File: src/sleep_ctrl_pkg.sv
// Constants and types for the sleep-mode clock gating controller
package sleep_ctrl_pkg;

  localparam logic [2:0] MODE_IDLE      = 3'h0;
  localparam logic [2:0] MODE_ADC_NR    = 3'h1;
  localparam logic [2:0] MODE_PWR_DOWN  = 3'h2;
  localparam logic [2:0] MODE_PWR_SAVE  = 3'h3;
  localparam logic [2:0] MODE_STANDBY   = 3'h6;
  localparam logic [2:0] MODE_EXT_STBY  = 3'h7;

  localparam int unsigned STANDBY_WAKE_CYCLES = 6;
  localparam int unsigned CPU_HOLD_CYCLES     = 4;
  localparam int unsigned CLK_PERIOD_NS       = 20;
  localparam int unsigned LEVEL_HOLD_NS       = 1000;
  localparam int unsigned LEVEL_HOLD_CYCLES   =
    (LEVEL_HOLD_NS + CLK_PERIOD_NS - 1) / CLK_PERIOD_NS;
  localparam logic [15:0] DEFAULT_STARTUP_CYCLES = 16'h0400;

  typedef enum logic [3:0]
  {
    ST_RUN   = 4'h1,
    ST_SLEEP = 4'h2,
    ST_START = 4'h4,
    ST_HOLD  = 4'h8
  } sleep_state_t;

endpackage : sleep_ctrl_pkg

File: src/wake_level_filter.sv
// Holds off a level wake request until the level has stood long enough
`timescale 1ns/1ns
module wake_level_filter #(
  parameter int unsigned HOLD = 50
) (
  input  wire logic core_clk,
  input  wire logic reset,
  input  wire logic level_in,
  output logic      level_ok
);
  import sleep_ctrl_pkg::*;

  logic [15:0] count_reg;

  always_ff @(posedge core_clk)
  begin
    if (reset || !level_in)
    begin
      count_reg <= 16'h0000;
      level_ok  <= 1'b0;
    end
    else if (count_reg >= 16'(HOLD - 1))
      level_ok <= 1'b1;
    else
      count_reg <= count_reg + 16'h0001;
  end

endmodule : wake_level_filter

File: src/sleep_mode_clock_gating.sv
// Sleep-mode controller: mode decode, clock gating, wake filtering and start-up delay
`timescale 1ns/1ns
module sleep_mode_clock_gating #(
  parameter int unsigned UPPER_LINES = 4,
  parameter int unsigned LOWER_LINES = 4
) (
  input  wire logic                   core_clk,
  input  wire logic                   reset,
  input  wire logic [2:0]             sleep_mode_select,
  input  wire logic                   sleep_arm,
  input  wire logic                   sleep_exec,
  input  wire logic                   crystal_selected,
  input  wire logic [15:0]            startup_cycles,
  input  wire logic                   timer0_async_select,
  input  wire logic                   timer0_ovf_irq,
  input  wire logic                   timer0_cmp_irq,
  input  wire logic                   timer0_ovf_en,
  input  wire logic                   timer0_cmp_en,
  input  wire logic                   global_irq_en,
  input  wire logic                   any_enabled_irq,
  input  wire logic                   conv_done_irq,
  input  wire logic                   twi_match_irq,
  input  wire logic                   store_ready_irq,
  input  wire logic [UPPER_LINES-1:0] ext_irq_upper_lines,
  input  wire logic [LOWER_LINES-1:0] ext_irq_lower_lines,
  input  wire logic                   reset_wake,
  input  wire logic                   converter_enable,
  input  wire logic                   comparator_power_off,
  input  wire logic                   comparator_uses_ref,
  input  wire logic                   brownout_enable_fuse,
  input  wire logic                   watchdog_enable,
  output logic                        cpu_clock_domain,
  output logic                        flash_clock_domain,
  output logic                        io_clock_domain,
  output logic                        converter_clock_domain,
  output logic                        async_clock_domain,
  output logic                        main_osc_enable,
  output logic                        conv_start,
  output logic                        conv_extended,
  output logic                        comparator_enable,
  output logic                        brownout_enable,
  output logic                        watchdog_run,
  output logic                        vref_enable,
  output logic                        input_buffer_enable,
  output logic                        wake_pin_buffer_enable,
  output logic                        sleeping,
  output logic                        irq_dispatch
);
  import sleep_ctrl_pkg::*;

  sleep_state_t state_reg;
  sleep_state_t state_next;
  logic [2:0]   mode_reg;
  logic [15:0]  count_reg;
  logic         irq_wake_reg;
  logic         conv_en_d_reg;
  logic         conv_off_seen_reg;
  logic         upper_ok;
  logic         wake_req;
  logic [2:0]   eff_mode;

  // Reserved codes and crystal-less standby fall back to Idle, the safest choice
  function automatic logic [2:0] resolve_mode(input logic [2:0] sel, input logic xtal);
    case (sel)
      MODE_IDLE, MODE_ADC_NR, MODE_PWR_DOWN, MODE_PWR_SAVE: resolve_mode = sel;
      MODE_STANDBY, MODE_EXT_STBY: resolve_mode = xtal ? sel : MODE_IDLE;
      default: resolve_mode = MODE_IDLE;
    endcase
  endfunction : resolve_mode

  function automatic logic osc_stops(input logic [2:0] m);
    osc_stops = (m == MODE_PWR_DOWN) || (m == MODE_PWR_SAVE);
  endfunction : osc_stops

  assign eff_mode = resolve_mode(sleep_mode_select, crystal_selected);

  wake_level_filter #(
    .HOLD (LEVEL_HOLD_CYCLES)
  ) u_upper_filter (
    .core_clk (core_clk),
    .reset    (reset),
    .level_in (|ext_irq_upper_lines),
    .level_ok (upper_ok)
  );

  logic t0_wake;
  assign t0_wake = timer0_async_select && global_irq_en &&
                   ((timer0_ovf_irq && timer0_ovf_en) ||
                    (timer0_cmp_irq && timer0_cmp_en));

  always_comb
  begin
    case (mode_reg)
      MODE_IDLE:     wake_req = any_enabled_irq || reset_wake;
      MODE_ADC_NR:   wake_req = conv_done_irq || reset_wake || twi_match_irq ||
                                (timer0_ovf_irq || timer0_cmp_irq) || store_ready_irq ||
                                upper_ok || (|ext_irq_lower_lines);
      MODE_PWR_DOWN,
      MODE_STANDBY:  wake_req = reset_wake || twi_match_irq || upper_ok ||
                                (|ext_irq_lower_lines);
      MODE_PWR_SAVE,
      MODE_EXT_STBY: wake_req = reset_wake || twi_match_irq || upper_ok ||
                                (|ext_irq_lower_lines) || t0_wake;
      default:       wake_req = reset_wake;
    endcase
  end

  always_comb
  begin
    state_next = state_reg;
    case (state_reg)
      ST_RUN:   if (sleep_exec && sleep_arm) state_next = ST_SLEEP;
      ST_SLEEP: if (wake_req) state_next = ST_START;
      ST_START: if (count_reg == 16'h0000) state_next = reset_wake ? ST_RUN : ST_HOLD;
      ST_HOLD:  if (count_reg == 16'h0000) state_next = ST_RUN;
      default:  state_next = ST_RUN;
    endcase
  end

  always_ff @(posedge core_clk)
  begin
    if (reset)
      state_reg <= ST_RUN;
    else
      state_reg <= state_next;
  end

  always_ff @(posedge core_clk)
  begin
    if (reset)
      mode_reg <= MODE_IDLE;
    else if (state_reg == ST_RUN && sleep_exec && sleep_arm)
      mode_reg <= eff_mode;
  end

  // Start-up delay, then the interrupt hold; the counter is shared between the two
  always_ff @(posedge core_clk)
  begin
    if (reset)
      count_reg <= 16'h0000;
    else if (state_reg == ST_SLEEP && wake_req)
    begin
      if (osc_stops(mode_reg))
        count_reg <= (startup_cycles == 16'h0000) ? 16'h0000
                     : startup_cycles - 16'h0001;
      else if (mode_reg == MODE_STANDBY || mode_reg == MODE_EXT_STBY)
        count_reg <= 16'(STANDBY_WAKE_CYCLES - 1);
      else
        count_reg <= 16'h0000;
    end
    else if (state_reg == ST_START && count_reg == 16'h0000)
      count_reg <= 16'(CPU_HOLD_CYCLES - 1);
    else if (count_reg != 16'h0000)
      count_reg <= count_reg - 16'h0001;
  end

  always_ff @(posedge core_clk)
  begin
    if (reset)
      irq_wake_reg <= 1'b0;
    else if (state_reg == ST_SLEEP && wake_req)
      irq_wake_reg <= !reset_wake;
  end

  always_ff @(posedge core_clk)
  begin
    if (reset)
      irq_dispatch <= 1'b0;
    else
      irq_dispatch <= (state_reg == ST_HOLD) && (count_reg == 16'h0000) && irq_wake_reg;
  end

  always_ff @(posedge core_clk)
  begin
    if (reset)
      conv_start <= 1'b0;
    else
      conv_start <= state_reg == ST_RUN && sleep_exec && sleep_arm && converter_enable &&
                    (eff_mode == MODE_IDLE || eff_mode == MODE_ADC_NR);
  end

  // Off-then-on of the converter marks the next conversion as extended
  always_ff @(posedge core_clk)
  begin
    if (reset)
    begin
      conv_en_d_reg     <= 1'b0;
      conv_off_seen_reg <= 1'b0;
      conv_extended     <= 1'b1;
    end
    else
    begin
      conv_en_d_reg <= converter_enable;
      if (conv_en_d_reg && !converter_enable)
        conv_off_seen_reg <= 1'b1;
      if (!conv_en_d_reg && converter_enable && conv_off_seen_reg)
        conv_extended <= 1'b1;
      else if (conv_start)
        conv_extended <= 1'b0;
    end
  end

  logic asleep;
  logic deep;
  assign asleep = (state_reg == ST_SLEEP) || (state_reg == ST_START);
  assign deep   = asleep && mode_reg != MODE_IDLE && mode_reg != MODE_ADC_NR;

  always_comb
  begin
    cpu_clock_domain       = !asleep;
    flash_clock_domain     = !asleep;
    io_clock_domain        = !asleep || mode_reg == MODE_IDLE;
    converter_clock_domain = !asleep || mode_reg == MODE_IDLE || mode_reg == MODE_ADC_NR;
    async_clock_domain     = !asleep || mode_reg == MODE_IDLE || mode_reg == MODE_ADC_NR ||
                             ((mode_reg == MODE_PWR_SAVE || mode_reg == MODE_EXT_STBY) &&
                              timer0_async_select);
    main_osc_enable        = !(asleep && osc_stops(mode_reg) && state_reg == ST_SLEEP);
    comparator_enable      = !comparator_power_off && !deep;
    brownout_enable        = brownout_enable_fuse;
    watchdog_run           = watchdog_enable;
    vref_enable            = brownout_enable_fuse || converter_enable ||
                             (!comparator_power_off && comparator_uses_ref);
    input_buffer_enable    = io_clock_domain || converter_clock_domain;
    wake_pin_buffer_enable = 1'b1;
    sleeping               = asleep;
  end

endmodule : sleep_mode_clock_gating

File: config.mk
export PLATFORM = sky130hd
export DESIGN_NAME = sleep_mode_clock_gating
export DESIGN_NICKNAME = d
export VERILOG_FILES = /design/src/sleep_ctrl_pkg.sv /design/src/wake_level_filter.sv /design/src/sleep_mode_clock_gating.sv
export SDC_FILE = /design/constraint.sdc
export NUM_CORES = 1
export LEC_CHECK = 0
export BUFFER_PORTS_ARGS = -buffer_cell sky130_fd_sc_hd__buf_2
export CAP_MARGIN = 30
export CORE_MARGIN = 2
export CORE_UTILIZATION = 48
export DETAILED_ROUTE_END_ITERATION = 8
export HOLD_SLACK_MARGIN = 0.12
export PLACE_DENSITY = 0.76
export RECOVER_POWER = 25
export SETUP_SLACK_MARGIN = 0.15
export SLEW_MARGIN = 20
export SYNTH_ARGS = -nofsm -noshare
export SYNTH_HDL_FRONTEND = slang
export SYNTH_SLANG_ARGS = --single-unit
File: constraint.sdc
create_clock -name core_clk -period 2.4 [get_ports core_clk]
set_input_delay 0.24 -clock core_clk [delete_from_list [all_inputs] [get_ports core_clk]]
set_output_delay 0.24 -clock core_clk [all_outputs]
set_load 0.05 [all_outputs]
==> results of run 1 <==
## cell usage after synthesis, types with 3 or more instances
master / n / area share (%)
sky130_fd_sc_hd__o21ai_0: 5 / 0.98
sky130_fd_sc_hd__ha_1: 7 / 3.4
sky130_fd_sc_hd__xor2_1: 11 / 3.8
sky130_fd_sc_hd__clkbuf_1: 6 / 0.88
sky130_fd_sc_hd__buf_4: 6 / 1.8
sky130_fd_sc_hd__dfxtp_1: 46 / 36
sky130_fd_sc_hd__nand2_1: 22 / 3.2
sky130_fd_sc_hd__nor2_1: 45 / 6.6
sky130_fd_sc_hd__nand2b_1: 7 / 1.7
sky130_fd_sc_hd__nand4_1: 3 / 0.73
sky130_fd_sc_hd__a211oi_1: 3 / 0.88
sky130_fd_sc_hd__buf_2: 3 / 0.59
sky130_fd_sc_hd__nor2b_1: 3 / 0.73
sky130_fd_sc_hd__xnor2_1: 19 / 6.5
sky130_fd_sc_hd__and2_1: 10 / 2.4
sky130_fd_sc_hd__nor4_1: 13 / 3.2
sky130_fd_sc_hd__or3_1: 6 / 1.5
sky130_fd_sc_hd__a2bb2oi_1: 10 / 3.4
sky130_fd_sc_hd__inv_1: 14 / 2.1
sky130_fd_sc_hd__a21oi_1: 12 / 2.3
sky130_fd_sc_hd__nand3_1: 10 / 2.0
sky130_fd_sc_hd__nor3_1: 17 / 3.3
## cells by family after synthesis
| logic type | synth area share [%] |
|---|---|
| AND/OR/NAND/NOR | 30.7 |
| flip-flops | 36.0 |
| buffers and inverters | 5.28 |
| other | 0.146 |
| XOR/XNOR | 10.3 |
| multiplexers | 0.391 |
| adder cells (fa/ha/maj) | 3.42 |
| AO/OA/AOI/OAI | 13.8 |
## repair_timing
item	CTS	global route
setup endpoints to repair	10	15
gates resized for setup	1	9
cloned	0	1
pin swaps	0	0
## routing by layer
layer	routed length, µm	up-vias	global-route usage, %
met5	0	-	0
met4	96	0	5.36
met3	263	10	4.71
met2	2650	65	33.5
met1	2800	1058	25.8
li1	-	1229	-
## through the flow
stage	area (µm²)	std cells
finish	3140	448
global route	3140	448
CTS	3100	447
detailed placement	2960	439
global placement	2960	439
floorplan	2580	314
## how the worst max path moves through the flow
stage                          to    startpoint  slack, ns
6_report            count_reg[10]  count_reg[0]       0.22
5_1_grt              count_reg[7]  count_reg[1]       0.12
4_1_cts              count_reg[6]  count_reg[0]       0.14
3_5_place_dp        count_reg[10]  count_reg[0]       0.15
3_3_place_gp        count_reg[12]  count_reg[0]       0.22
2_1_floorplan  async_clock_domain  state_reg[3]       0.05
## layout by cell type, fill, tap and decap left out, types with 11 or more instances in the layout
cell and n:
sky130_fd_sc_hd__nor3_1 17, sky130_fd_sc_hd__xor2_1 11, sky130_fd_sc_hd__nor2_1 44, sky130_fd_sc_hd__buf_2 58, sky130_fd_sc_hd__a21oi_1 12, sky130_fd_sc_hd__inv_1 11, sky130_fd_sc_hd__nor4_1 13, sky130_fd_sc_hd__xnor2_1 19
sky130_fd_sc_hd__nand2_1 21, sky130_fd_sc_hd__dfxtp_1 46
## layout make-up
class	count	area, µm²	share of cell area [%]
timing repair buffer	71	384	12.2
sequential	46	921	29.3
clock inverter	3	68.8	2.19
clock buffer	5	68.8	2.19
tap	70	87.6	2.79
inverter	14	58.8	1.87
multi-input combinational	239	1550	49.4
## power by group
group | switching, µW | internal [µW] | total (µW)
registers | 108 | 880 | 988
clock network | 265 | 417 | 683
logic | 566 | 514 | 1080
total | 940 | 1810 | 2750
## worst reg2reg max path, stage by stage (launching register included)
cell	delay, ns
sky130_fd_sc_hd__dfxtp_1	0.35
sky130_fd_sc_hd__inv_2	0.08
sky130_fd_sc_hd__ha_1	0.13
sky130_fd_sc_hd__or4b_4	0.48
sky130_fd_sc_hd__or4_4	0.55
sky130_fd_sc_hd__o21ai_4	0.09
sky130_fd_sc_hd__buf_4	0.18
sky130_fd_sc_hd__a2bb2oi_1	0.17
sky130_fd_sc_hd__nor2_1	0.05
==> results.txt, run 1 <==
----------------------------------------------------
[Run status]
  Outcome ... finished clean

[STA]
  Worst hold slack after final layout ... 0.178 ns
  Setup Total Neg Slack ... 0 ns
  Shortest clock period the worst path allows after layout ... 2.18 ns
  Max-slew headroom at the worst pin ... 53.8%
  Hold violation count in the final report ... 0
  Upper clock frequency limit ... 0.459 GHz
  Fin worst setup slack ... 0.223 ns
  Setup skew after layout ... 0.00632 ns
  Final setup viols ... 0
  Max-slew violation total from the final report ... 0
  Transition time of the tightest slew-check pin ... 0.694 ns
  RSZ-0062 raised after global routing ... true
  Final cycle utilization of the critical path ... 90.7%

[Power and ir drop]
  P per Cell Area ... 875 mW/mm²
  Reported leakage power ... 0.00128 µW
  Max VDD drop ... 0.419 mV
  Overall power after layout ... 2750 µW

[CTS]
  Number of buffers between clock root and the deepest sink ... 2
  Total CTS buffers ... 5
  Number of hold buffers added after cts ... 0
  Number of setup buffers added after CTS ... 0
  Maximum level of the CTS H-tree ... 2
  CTS root buffer ... sky130_fd_sc_hd__clkbuf_8
  Clock tree from TritonCTS ... done
  Clock slew seen by the registers of the worst setup and hold paths ... 0.09 ns
  Worst-Skew Late Latency ... 0.30 ns
  Total number of clock tree sinks ... 46

[Finish]
  Net total in the final layout ... 432
  Fillcell total ... 464
  Proportion of layout cells with a drive suffix above 1 ... 24.9%
  Antenna fix cells ... 0
  Growth of design area from synthesis to finish ... 22.7%
  Fin util ... 61.1%

[Detailed routing]
  Overall routed net length ... 5810 µm
  Vias per inst ... 5.27
  Final antenna-violating net count ... 0
  DR iter-0 viols ... 84
  Residual DRC ... 0
  Post-DR wirelength/cell ... 13.0 µm
  Vias after detailed routing ... 2,362
  Pre-Repair DR Iteration Count ... 4

[Die]
  Core ar. ... 0.00514 mm²
  Row count ... 26
  Height of the die ... 77.0 µm
  Die outline width ... 77.0 µm
  Initial Util ... 49.8%
  Die area ... 0.00594 mm²
  Number of ports placed on the die boundary ... 64

[GRT]
  Pin count of the biggest net entering global routing ... 17
  Number of antenna violations at the first check in global routing ... 0
  Global-route wire length before repair ... 9750 µm
  Gr ovfl total ... 0
  Total routing usage reported by global routing ... 20.0%
  Number of global-route vias before repair ... 2,221

[Setup path]
  CP Data Required Time ... 2.60 ns
  Crit Path Category ... register to register
  CP Launch Type ... register
  End of the worst register-to-register path ... count_reg[10]
  Kind of end point of the critical path ... register
  Critical path data arrival time ... 2.37 ns
  Maximum fanout along the worst path ... 6
  Maximum cell stage delay along the critical path ... 0.55 ns
  Reg2reg path depth ... 8
  Setup slack, reg-to-reg ... 0.22 ns
  Cells along the critical path ... inv_2, ha_1, or4b_4, or4_4, o21ai_4, buf_4, a2bb2oi_1, nor2_1
  Reg2reg start ... count_reg[0]
  Largest delay contributor family on the critical path ... simple AND/OR/NAND/NOR gates
  Count of cell instances traversed by the critical path ... 8
  Crit path max-delay cell type ... sky130_fd_sc_hd__or4_4
  Number of buffers and inverters on the critical path ... 2

[Logic synthesis]
  Synth Net Count ... 369
  Yosys synthesis warning count ... 0
  Synthesized area ... 0.00256 mm²
  Number of flops mapped to enable cells by yosys ... 0
  Average cell area after synthesis ... 8.16 µm²
  Top_reg_cell synth ... sky130_fd_sc_hd__dfxtp_1
  Syn Inst Count ... 314
  Fraction of the yosys area taken by sequential cells ... 36.0%
  Count of cell types in the netlist ... 51
  Flip-flop and latch count after synthesis ... 46
  Ys async rst share ... 0%

[Place]
  DP Worst Slack ... 0.146 ns
  Dpl hpwl ... 4300 µm
  Number of buffers inserted by port buffering ... 60
  Placer congestion estimate ... 0.880

[Hold path]
  HP Start ... sleep_mode_select[1]
  Min-delay worst type ... primary input to register
  Hold Path End ... conv_start
  Worst hold stages ... 2

[Run]
  Count of maximum capacitance violations ... 0

----------------------------------------------------
Note: power is estimated with default switching activity, not from simulation.
==> run 2: changes to the inputs <==
Settings changed: CORE_UTILIZATION 48 to 53, PLACE_DENSITY 0.76 to 0.8.
Clock period 2.4 ns to 2.42 ns, I/O delays scaled along.
==> run 2 against run 1 <==
Net effect:
- sequential share of layout area up 0.45 points
- global-route usage up 2.4 points
- critical path depth unchanged
- combinational power is essentially flat
- power down 4.1%
- cell count down 3.8%
- worst hold slack lost 0.0061 ns
- clock skew increased by 0.0024 ns
- sequential power fell by 0.5%
- non-clock buffer count shrank 1
- critical path type unchanged
==> results.txt, run 2 (synthesis results as in run 1) <==
----------------------------------------------------
[Detailed routing]
  Total length of routed met2 wires ... 2750 µm (was 2650 µm)
  Overall routed net length ... 5730 µm (was 5810 µm)
  Top routing layer used ... met4 (unchanged)
  Residual DRC ... 0 (unchanged)
  DR iter-0 viols ... 79 (was 84)
  Post-DR wirelength/cell ... 13.3 µm (was 13.0 µm)
  Final antenna-violating net count ... 0 (unchanged)
  Pre-Repair DR Iteration Count ... 4 (unchanged)
  Vias after detailed routing ... 2,415 (was 2,362)
  Vias per inst ... 5.60 (was 5.27)
  Wire length on met1 ... 2630 µm (was 2800 µm)
  Met3 routed WL ... 262 µm (was 263 µm)

[STA]
  Upper clock frequency limit ... 0.457 GHz (was 0.459 GHz)
  Hold violation count in the final report ... 0 (unchanged)
  Max-slew headroom at the worst pin ... 52.9% (was 53.8%)
  Max-slew violation total from the final report ... 0 (unchanged)
  Transition time of the tightest slew-check pin ... 0.707 ns (was 0.694 ns)
  Final cycle utilization of the critical path ... 90.3% (was 90.7%)
  Setup Total Neg Slack ... 0 ns (unchanged)
  Final setup viols ... 0 (unchanged)
  Shortest clock period the worst path allows after layout ... 2.19 ns (was 2.18 ns)
  RSZ-0062 raised after global routing ... false (was true)
  Setup skew after layout ... 0.00869 ns (was 0.00632 ns)

[Place]
  Placer congestion estimate ... 0.852 (was 0.880)
  Placed Area ... 0.00294 mm² (was 0.00296 mm²)
  Placed insts ... 422 (was 439)
  Number of buffers inserted by port buffering ... 60 (unchanged)
  Dpl hpwl ... 4270 µm (was 4300 µm)

[Die]
  Die outline width ... 73.5 µm (was 77.0 µm)
  Core ar. ... 0.00469 mm² (was 0.00514 mm²)
  Row count ... 25 (was 26)
  Die area ... 0.00540 mm² (was 0.00594 mm²)
  Number of ports placed on the die boundary ... 64 (unchanged)
  Initial Util ... 54.6% (was 49.8%)
  Height of the die ... 73.5 µm (was 77.0 µm)

[GRT]
  Number of antenna violations at the first check in global routing ... 0 (unchanged)
  Total routing usage reported by global routing ... 22.4% (was 20.0%)
  Global-route wire length before repair ... 9400 µm (was 9750 µm)
  Gr ovfl total ... 0 (unchanged)
  Pin count of the biggest net entering global routing ... 17 (unchanged)
  Number of global-route vias before repair ... 2,210 (was 2,221)

[Finish]
  Fin util ... 66.0% (was 61.1%)
  Most frequent standard cell in the layout excluding fill and tap cells ... sky130_fd_sc_hd__buf_2 (unchanged)
  Growth of design area from synthesis to finish ... 20.9% (was 22.7%)
  Proportion of layout cells with a drive suffix above 1 ... 25.2% (was 24.9%)
  Antenna fix cells ... 0 (unchanged)
  Net total in the final layout ... 431 (was 432)
  Fillcell total ... 397 (was 464)
  Commonest non-fill, non-tap cells in the layout ... sky130_fd_sc_hd__buf_2 (57), sky130_fd_sc_hd__dfxtp_1 (46), sky130_fd_sc_hd__nor2_1 (44) (was sky130_fd_sc_hd__buf_2 (58), sky130_fd_sc_hd__dfxtp_1 (46), sky130_fd_sc_hd__nor2_1 (44))
  Final instance count without filler cells ... 431 (was 448)
  Final cell area excluding filler cells ... 0.00310 mm² (was 0.00314 mm²)

[Power and ir drop]
  P per Cell Area ... 852 mW/mm² (was 875 mW/mm²)
  Max VDD drop ... 0.470 mV (was 0.419 mV)
  Reported leakage power ... 0.00126 µW (was 0.00128 µW)

[CTS]
  Total number of clock tree sinks ... 46 (unchanged)
  Number of buffers between clock root and the deepest sink ... 2 (unchanged)
  Clock tree from TritonCTS ... done (unchanged)
  Maximum level of the CTS H-tree ... 2 (unchanged)
  Total CTS buffers ... 5 (unchanged)
  Clock slew seen by the registers of the worst setup and hold paths ... 0.09 ns (about the same)
  Worst-Skew Late Latency ... 0.31 ns (was 0.30 ns)
  CTS root buffer ... sky130_fd_sc_hd__clkbuf_8 (unchanged)
  Number of hold buffers added after cts ... 0 (unchanged)

[Run status]
  Outcome ... finished clean (unchanged)

[Setup path]
  Crit path max-delay cell type ... sky130_fd_sc_hd__or4_4 (unchanged)
  Setup slack, reg-to-reg ... 0.23 ns (was 0.22 ns)
  Maximum cell stage delay along the critical path ... 0.54 ns (was 0.55 ns)
  CP Launch Type ... register (unchanged)
  Cells along the critical path ... inv_2, ha_1, or4b_4, or4_4, o21ai_2, buf_6, a2bb2oi_1, nor2_1 (was inv_2, ha_1, or4b_4, or4_4, o21ai_4, buf_4, a2bb2oi_1, nor2_1)
  Critical path data arrival time ... 2.39 ns (was 2.37 ns)
  End of the worst register-to-register path ... count_reg[4] (was count_reg[10])
  Maximum fanout along the worst path ... 6 (unchanged)
  Reg2reg path depth ... 8 (unchanged)
  Reg2reg start ... count_reg[0] (unchanged)
  Setup crit end ... count_reg[4] (was count_reg[10])
  Startpoint of the worst setup timing path ... count_reg[0] (unchanged)
  Crit Path Category ... register to register (unchanged)
  Kind of end point of the critical path ... register (unchanged)
  CP Data Required Time ... 2.63 ns (was 2.60 ns)

[Hold path]
  Min-delay worst type ... primary input to register (unchanged)

[Run]
  Count of maximum capacitance violations ... 0 (unchanged)

----------------------------------------------------
[run 2: what timing repair did]
action,in CTS,in global routing
cloned,0,1
setup endpoints to repair,4,15
resized for setup,1,12
setup buffers,0,0
endpoints found under the hold margin,0,0
[run 2: layout make-up]
type	instances	area (µm²)	share of cell area, %
multi-input cells	239	1560	50.5
flip-flops and latches	46	921	29.7
clock buffers	5	68.8	2.22
well taps	54	67.6	2.18
inverters	14	58.8	1.90
clock inverters	3	40.0	1.29
repair buffers	70	375	12.1
[run 2: how the worst min path moves through the flow]
| stage | cells past startpoint | start | to |
|---|---|---|---|
| 5_1_grt | 2 | sleep_mode_select[1] | conv_start |
| 3_3_place_gp | 1 | u_upper_filter.count_reg[7] | u_upper_filter.count_reg[7] |
| 2_1_floorplan | 1 | reset | state_reg[3] |
| 3_5_place_dp | 1 | u_upper_filter.count_reg[9] | u_upper_filter.count_reg[9] |
| 4_1_cts | 2 | sleep_mode_select[1] | conv_start |
| 6_report | 2 | sleep_mode_select[1] | conv_start |
[run 2: power breakdown]
part	total (µW)	leakage, µW	switching [µW]	internal [µW]
Clock	567	0.0000579	263	304
Sequential	983	0.000375	111	872
Combinational	1090	0.000831	567	522
Total	2640	0.00126	940	1700
[run 2: stage by stage]
| stage | power [µW] | hold slack (ns) | setup WS [ns] |
|---|---|---|---|
| after detailed placement | 2010 | 0.446 | 0.188 |
| after global placement | 1970 | 0.443 | 0.244 |
| after floorplan | 1800 | 0.319 | 0.0688 |
| after CTS | 2570 | 0.167 | 0.172 |
| after global routing | 2830 | 0.167 | 0.131 |
| final | 2640 | 0.172 | 0.234 |
[run 2: worst max-delay path, delay by kind of cell (launching register included)]
family | cells | cell delay, ns
AND/OR/NAND/NOR | 3 | 1.07
flip-flops | 1 | 0.35
AO/OA/AOI/OAI | 2 | 0.29
buffers and inverters | 2 | 0.24
adder cells (fa/ha/maj) | 1 | 0.14
[run 2: layer usage]
metal	track usage (%)	up-vias
li1	-	1232
met1	27.7	1109
met2	38.0	67
met3	5.35	7
met4	7.68	0
met5	0	-
==> run 3: changes to the inputs <==
Settings changed: RECOVER_POWER 25 to unset.
==> run 3 against run 2 <==
Net effect:
- utilization is 0.080 points higher
- setup slack unchanged
- count of clock-buffer cells in the layout unchanged
- first-iteration DRC count did not move
- die area is the same
- via count about the same
- largest power group unchanged
- register-to-register slack hardly changed
- clock skew about the same
==> results.txt, run 3 (synthesis results as in run 1) <==
----------------------------------------------------
[Run status]
  Outcome ... finished clean (unchanged)

[CTS]
  Number of hold buffers added after cts ... 0 (unchanged)
  Number of buffers between clock root and the deepest sink ... 2 (unchanged)
  Clock slew seen by the registers of the worst setup and hold paths ... 0.09 ns (about the same)
  Clock tree from TritonCTS ... done (unchanged)
  Total number of clock tree sinks ... 46 (unchanged)
  Worst-Skew Late Latency ... 0.31 ns (about the same)
  Maximum level of the CTS H-tree ... 2 (unchanged)
  Total CTS buffers ... 5 (unchanged)
  CTS root buffer ... sky130_fd_sc_hd__clkbuf_8 (unchanged)

[Detailed routing]
  Final antenna-violating net count ... 0 (unchanged)
  Vias per inst ... 5.60 (about the same)
  Overall routed net length ... 5730 µm (about the same)
  Post-DR wirelength/cell ... 13.3 µm (about the same)
  Pre-Repair DR Iteration Count ... 4 (unchanged)
  Vias after detailed routing ... 2,413 (was 2,415)
  Residual DRC ... 0 (unchanged)
  DR iter-0 viols ... 79 (unchanged)

[Power and ir drop]
  P per Cell Area ... 851 mW/mm² (was 852 mW/mm²)
  Reported leakage power ... 0.00128 µW (was 0.00126 µW)
  Max VDD drop ... 0.471 mV (was 0.470 mV)
  Overall power after layout ... 2640 µW (about the same)

[Setup path]
  Number of buffers and inverters on the critical path ... 2 (unchanged)
  Cells along the critical path ... inv_2, ha_1, or4b_4, or4_4, o21ai_2, buf_6, a2bb2oi_1, nor2_1 (unchanged)
  Maximum fanout along the worst path ... 6 (unchanged)
  Largest delay contributor family on the critical path ... simple AND/OR/NAND/NOR gates (unchanged)
  Critical path data arrival time ... 2.39 ns (about the same)
  Kind of end point of the critical path ... register (unchanged)
  Maximum cell stage delay along the critical path ... 0.54 ns (about the same)
  Crit Path Category ... register to register (unchanged)
  CP Launch Type ... register (unchanged)
  Crit path max-delay cell type ... sky130_fd_sc_hd__or4_4 (unchanged)
  CP Data Required Time ... 2.63 ns (about the same)

[GRT]
  Total routing usage reported by global routing ... 22.4% (unchanged)
  Number of antenna violations at the first check in global routing ... 0 (unchanged)
  Pin count of the biggest net entering global routing ... 17 (unchanged)
  Gr ovfl total ... 0 (unchanged)
  Global-route wire length before repair ... 9400 µm (unchanged)
  Number of global-route vias before repair ... 2,210 (unchanged)

[Die]
  Initial Util ... 54.6% (unchanged)
  Die area ... 0.00540 mm² (unchanged)
  Die outline width ... 73.5 µm (unchanged)
  Height of the die ... 73.5 µm (unchanged)
  Row count ... 25 (unchanged)
  Number of ports placed on the die boundary ... 64 (unchanged)
  Core ar. ... 0.00469 mm² (unchanged)

[STA]
  Max-slew violation total from the final report ... 0 (unchanged)
  Upper clock frequency limit ... 0.457 GHz (unchanged)
  Final setup viols ... 0 (unchanged)
  Hold violation count in the final report ... 0 (unchanged)
  Max-slew headroom at the worst pin ... 58.1% (was 52.9%)
  Setup skew after layout ... 0.00869 ns (about the same)
  Shortest clock period the worst path allows after layout ... 2.19 ns (unchanged)
  RSZ-0062 raised after global routing ... false (unchanged)
  Transition time of the tightest slew-check pin ... 0.620 ns (was 0.707 ns)
  Final cycle utilization of the critical path ... 90.3% (unchanged)
  Setup Total Neg Slack ... 0 ns (unchanged)

[Finish]
  Commonest non-fill, non-tap cells in the layout ... sky130_fd_sc_hd__buf_2 (60), sky130_fd_sc_hd__dfxtp_1 (46), sky130_fd_sc_hd__nor2_1 (44) (was sky130_fd_sc_hd__buf_2 (57), sky130_fd_sc_hd__dfxtp_1 (46), sky130_fd_sc_hd__nor2_1 (44))
  Final instance count without filler cells ... 431 (unchanged)
  Fillcell total ... 394 (was 397)
  Most frequent standard cell in the layout excluding fill and tap cells ... sky130_fd_sc_hd__buf_2 (unchanged)
  Antenna fix cells ... 0 (unchanged)
  Growth of design area from synthesis to finish ... 21.0% (was 20.9%)
  Final cell area excluding filler cells ... 0.00310 mm² (about the same)
  Net total in the final layout ... 431 (unchanged)
  Proportion of layout cells with a drive suffix above 1 ... 26.0% (was 25.2%)

[Place]
  Placed Area ... 0.00294 mm² (unchanged)
  Dpl hpwl ... 4270 µm (unchanged)
  Number of buffers inserted by port buffering ... 60 (unchanged)
  Placer congestion estimate ... 0.852 (unchanged)
  Placed insts ... 422 (unchanged)

[Run]
  Count of maximum capacitance violations ... 0 (unchanged)

[Hold path]
  Min-delay worst type ... primary input to register (unchanged)

----------------------------------------------------
==> run 3: changes by cell type in the layout (fill, tap and decap cells not counted), sizes merged <==
cell / previous run / this run
buf: 67 / 70
clkbuf: 8 / 5
==> run 3: layer usage <==
metal | GRT usage, % | up-vias | part of all wire [%]
met3 | 5.35 | 7 | 4.6
met1 | 27.7 | 1105 | 46
met4 | 7.68 | 0 | 1.6
met2 | 38.0 | 69 | 48
li1 | - | 1232 | -
met5 | 0 | - | 0
==> run 3: area by class of cell <==
type                            count  area [µm²]  area share (%)
Multi-Input combinational cell    239        1560            50.5
Sequential cell                    46         921            29.7
Timing Repair Buffer               70         379            12.2
Clock buffer                        5        68.8            2.22
Tap cell                           54        67.6            2.18
Inverter                           14        58.8            1.90
Clock inverter                      3        40.0            1.29
==> run 3: worst reg2reg max path, stage by stage (launching register included) <==
cell                        delay [ns]
sky130_fd_sc_hd__dfxtp_1          0.35
sky130_fd_sc_hd__inv_2            0.08
sky130_fd_sc_hd__ha_1             0.14
sky130_fd_sc_hd__or4b_4           0.48
sky130_fd_sc_hd__or4_4            0.54
sky130_fd_sc_hd__o21ai_2          0.11
sky130_fd_sc_hd__buf_6            0.17
sky130_fd_sc_hd__a2bb2oi_1        0.18
sky130_fd_sc_hd__nor2_1           0.05
==> run 3: worst paths after layout <==
kind | end | slack, ns | startpoint | cells past startpoint
worst max-delay path | count_reg[4] | 0.23 | count_reg[0] | 8
worst min-delay path | conv_start | 0.17 | sleep_mode_select[1] | 2
worst max register to register | count_reg[4] | 0.23 | count_reg[0] | 8
worst min register to register | u_upper_filter.count_reg[11] | 0.47 | u_upper_filter.count_reg[11] | 1
==> run 3: power by group <==
part	leakage (µW)	switching [µW]	internal, µW	total, µW
registers	0.000375	111	872	983
clock network	0.0000579	263	304	567
logic	0.000843	566	523	1090
total	0.00128	940	1700	2640
==> run 3: repair_timing <==
action                                  4_1_cts  5_1_grt
cloned                                        0        1
buffers inserted                              0        0
endpoints found under the setup margin        4       15
gates resized for setup                       1       12
==> run 3: stage by stage <==
step | util [%] | hold slack [ns] | worst slack, ns
2_1_floorplan | - | 0.319 | 0.0688
3_3_place_gp | 62.6 | 0.443 | 0.244
5_1_grt | 66.1 | 0.167 | 0.131
4_1_cts | 65.0 | 0.167 | 0.172
3_5_place_dp | 62.6 | 0.446 | 0.188
6_report | 66.1 | 0.172 | 0.234
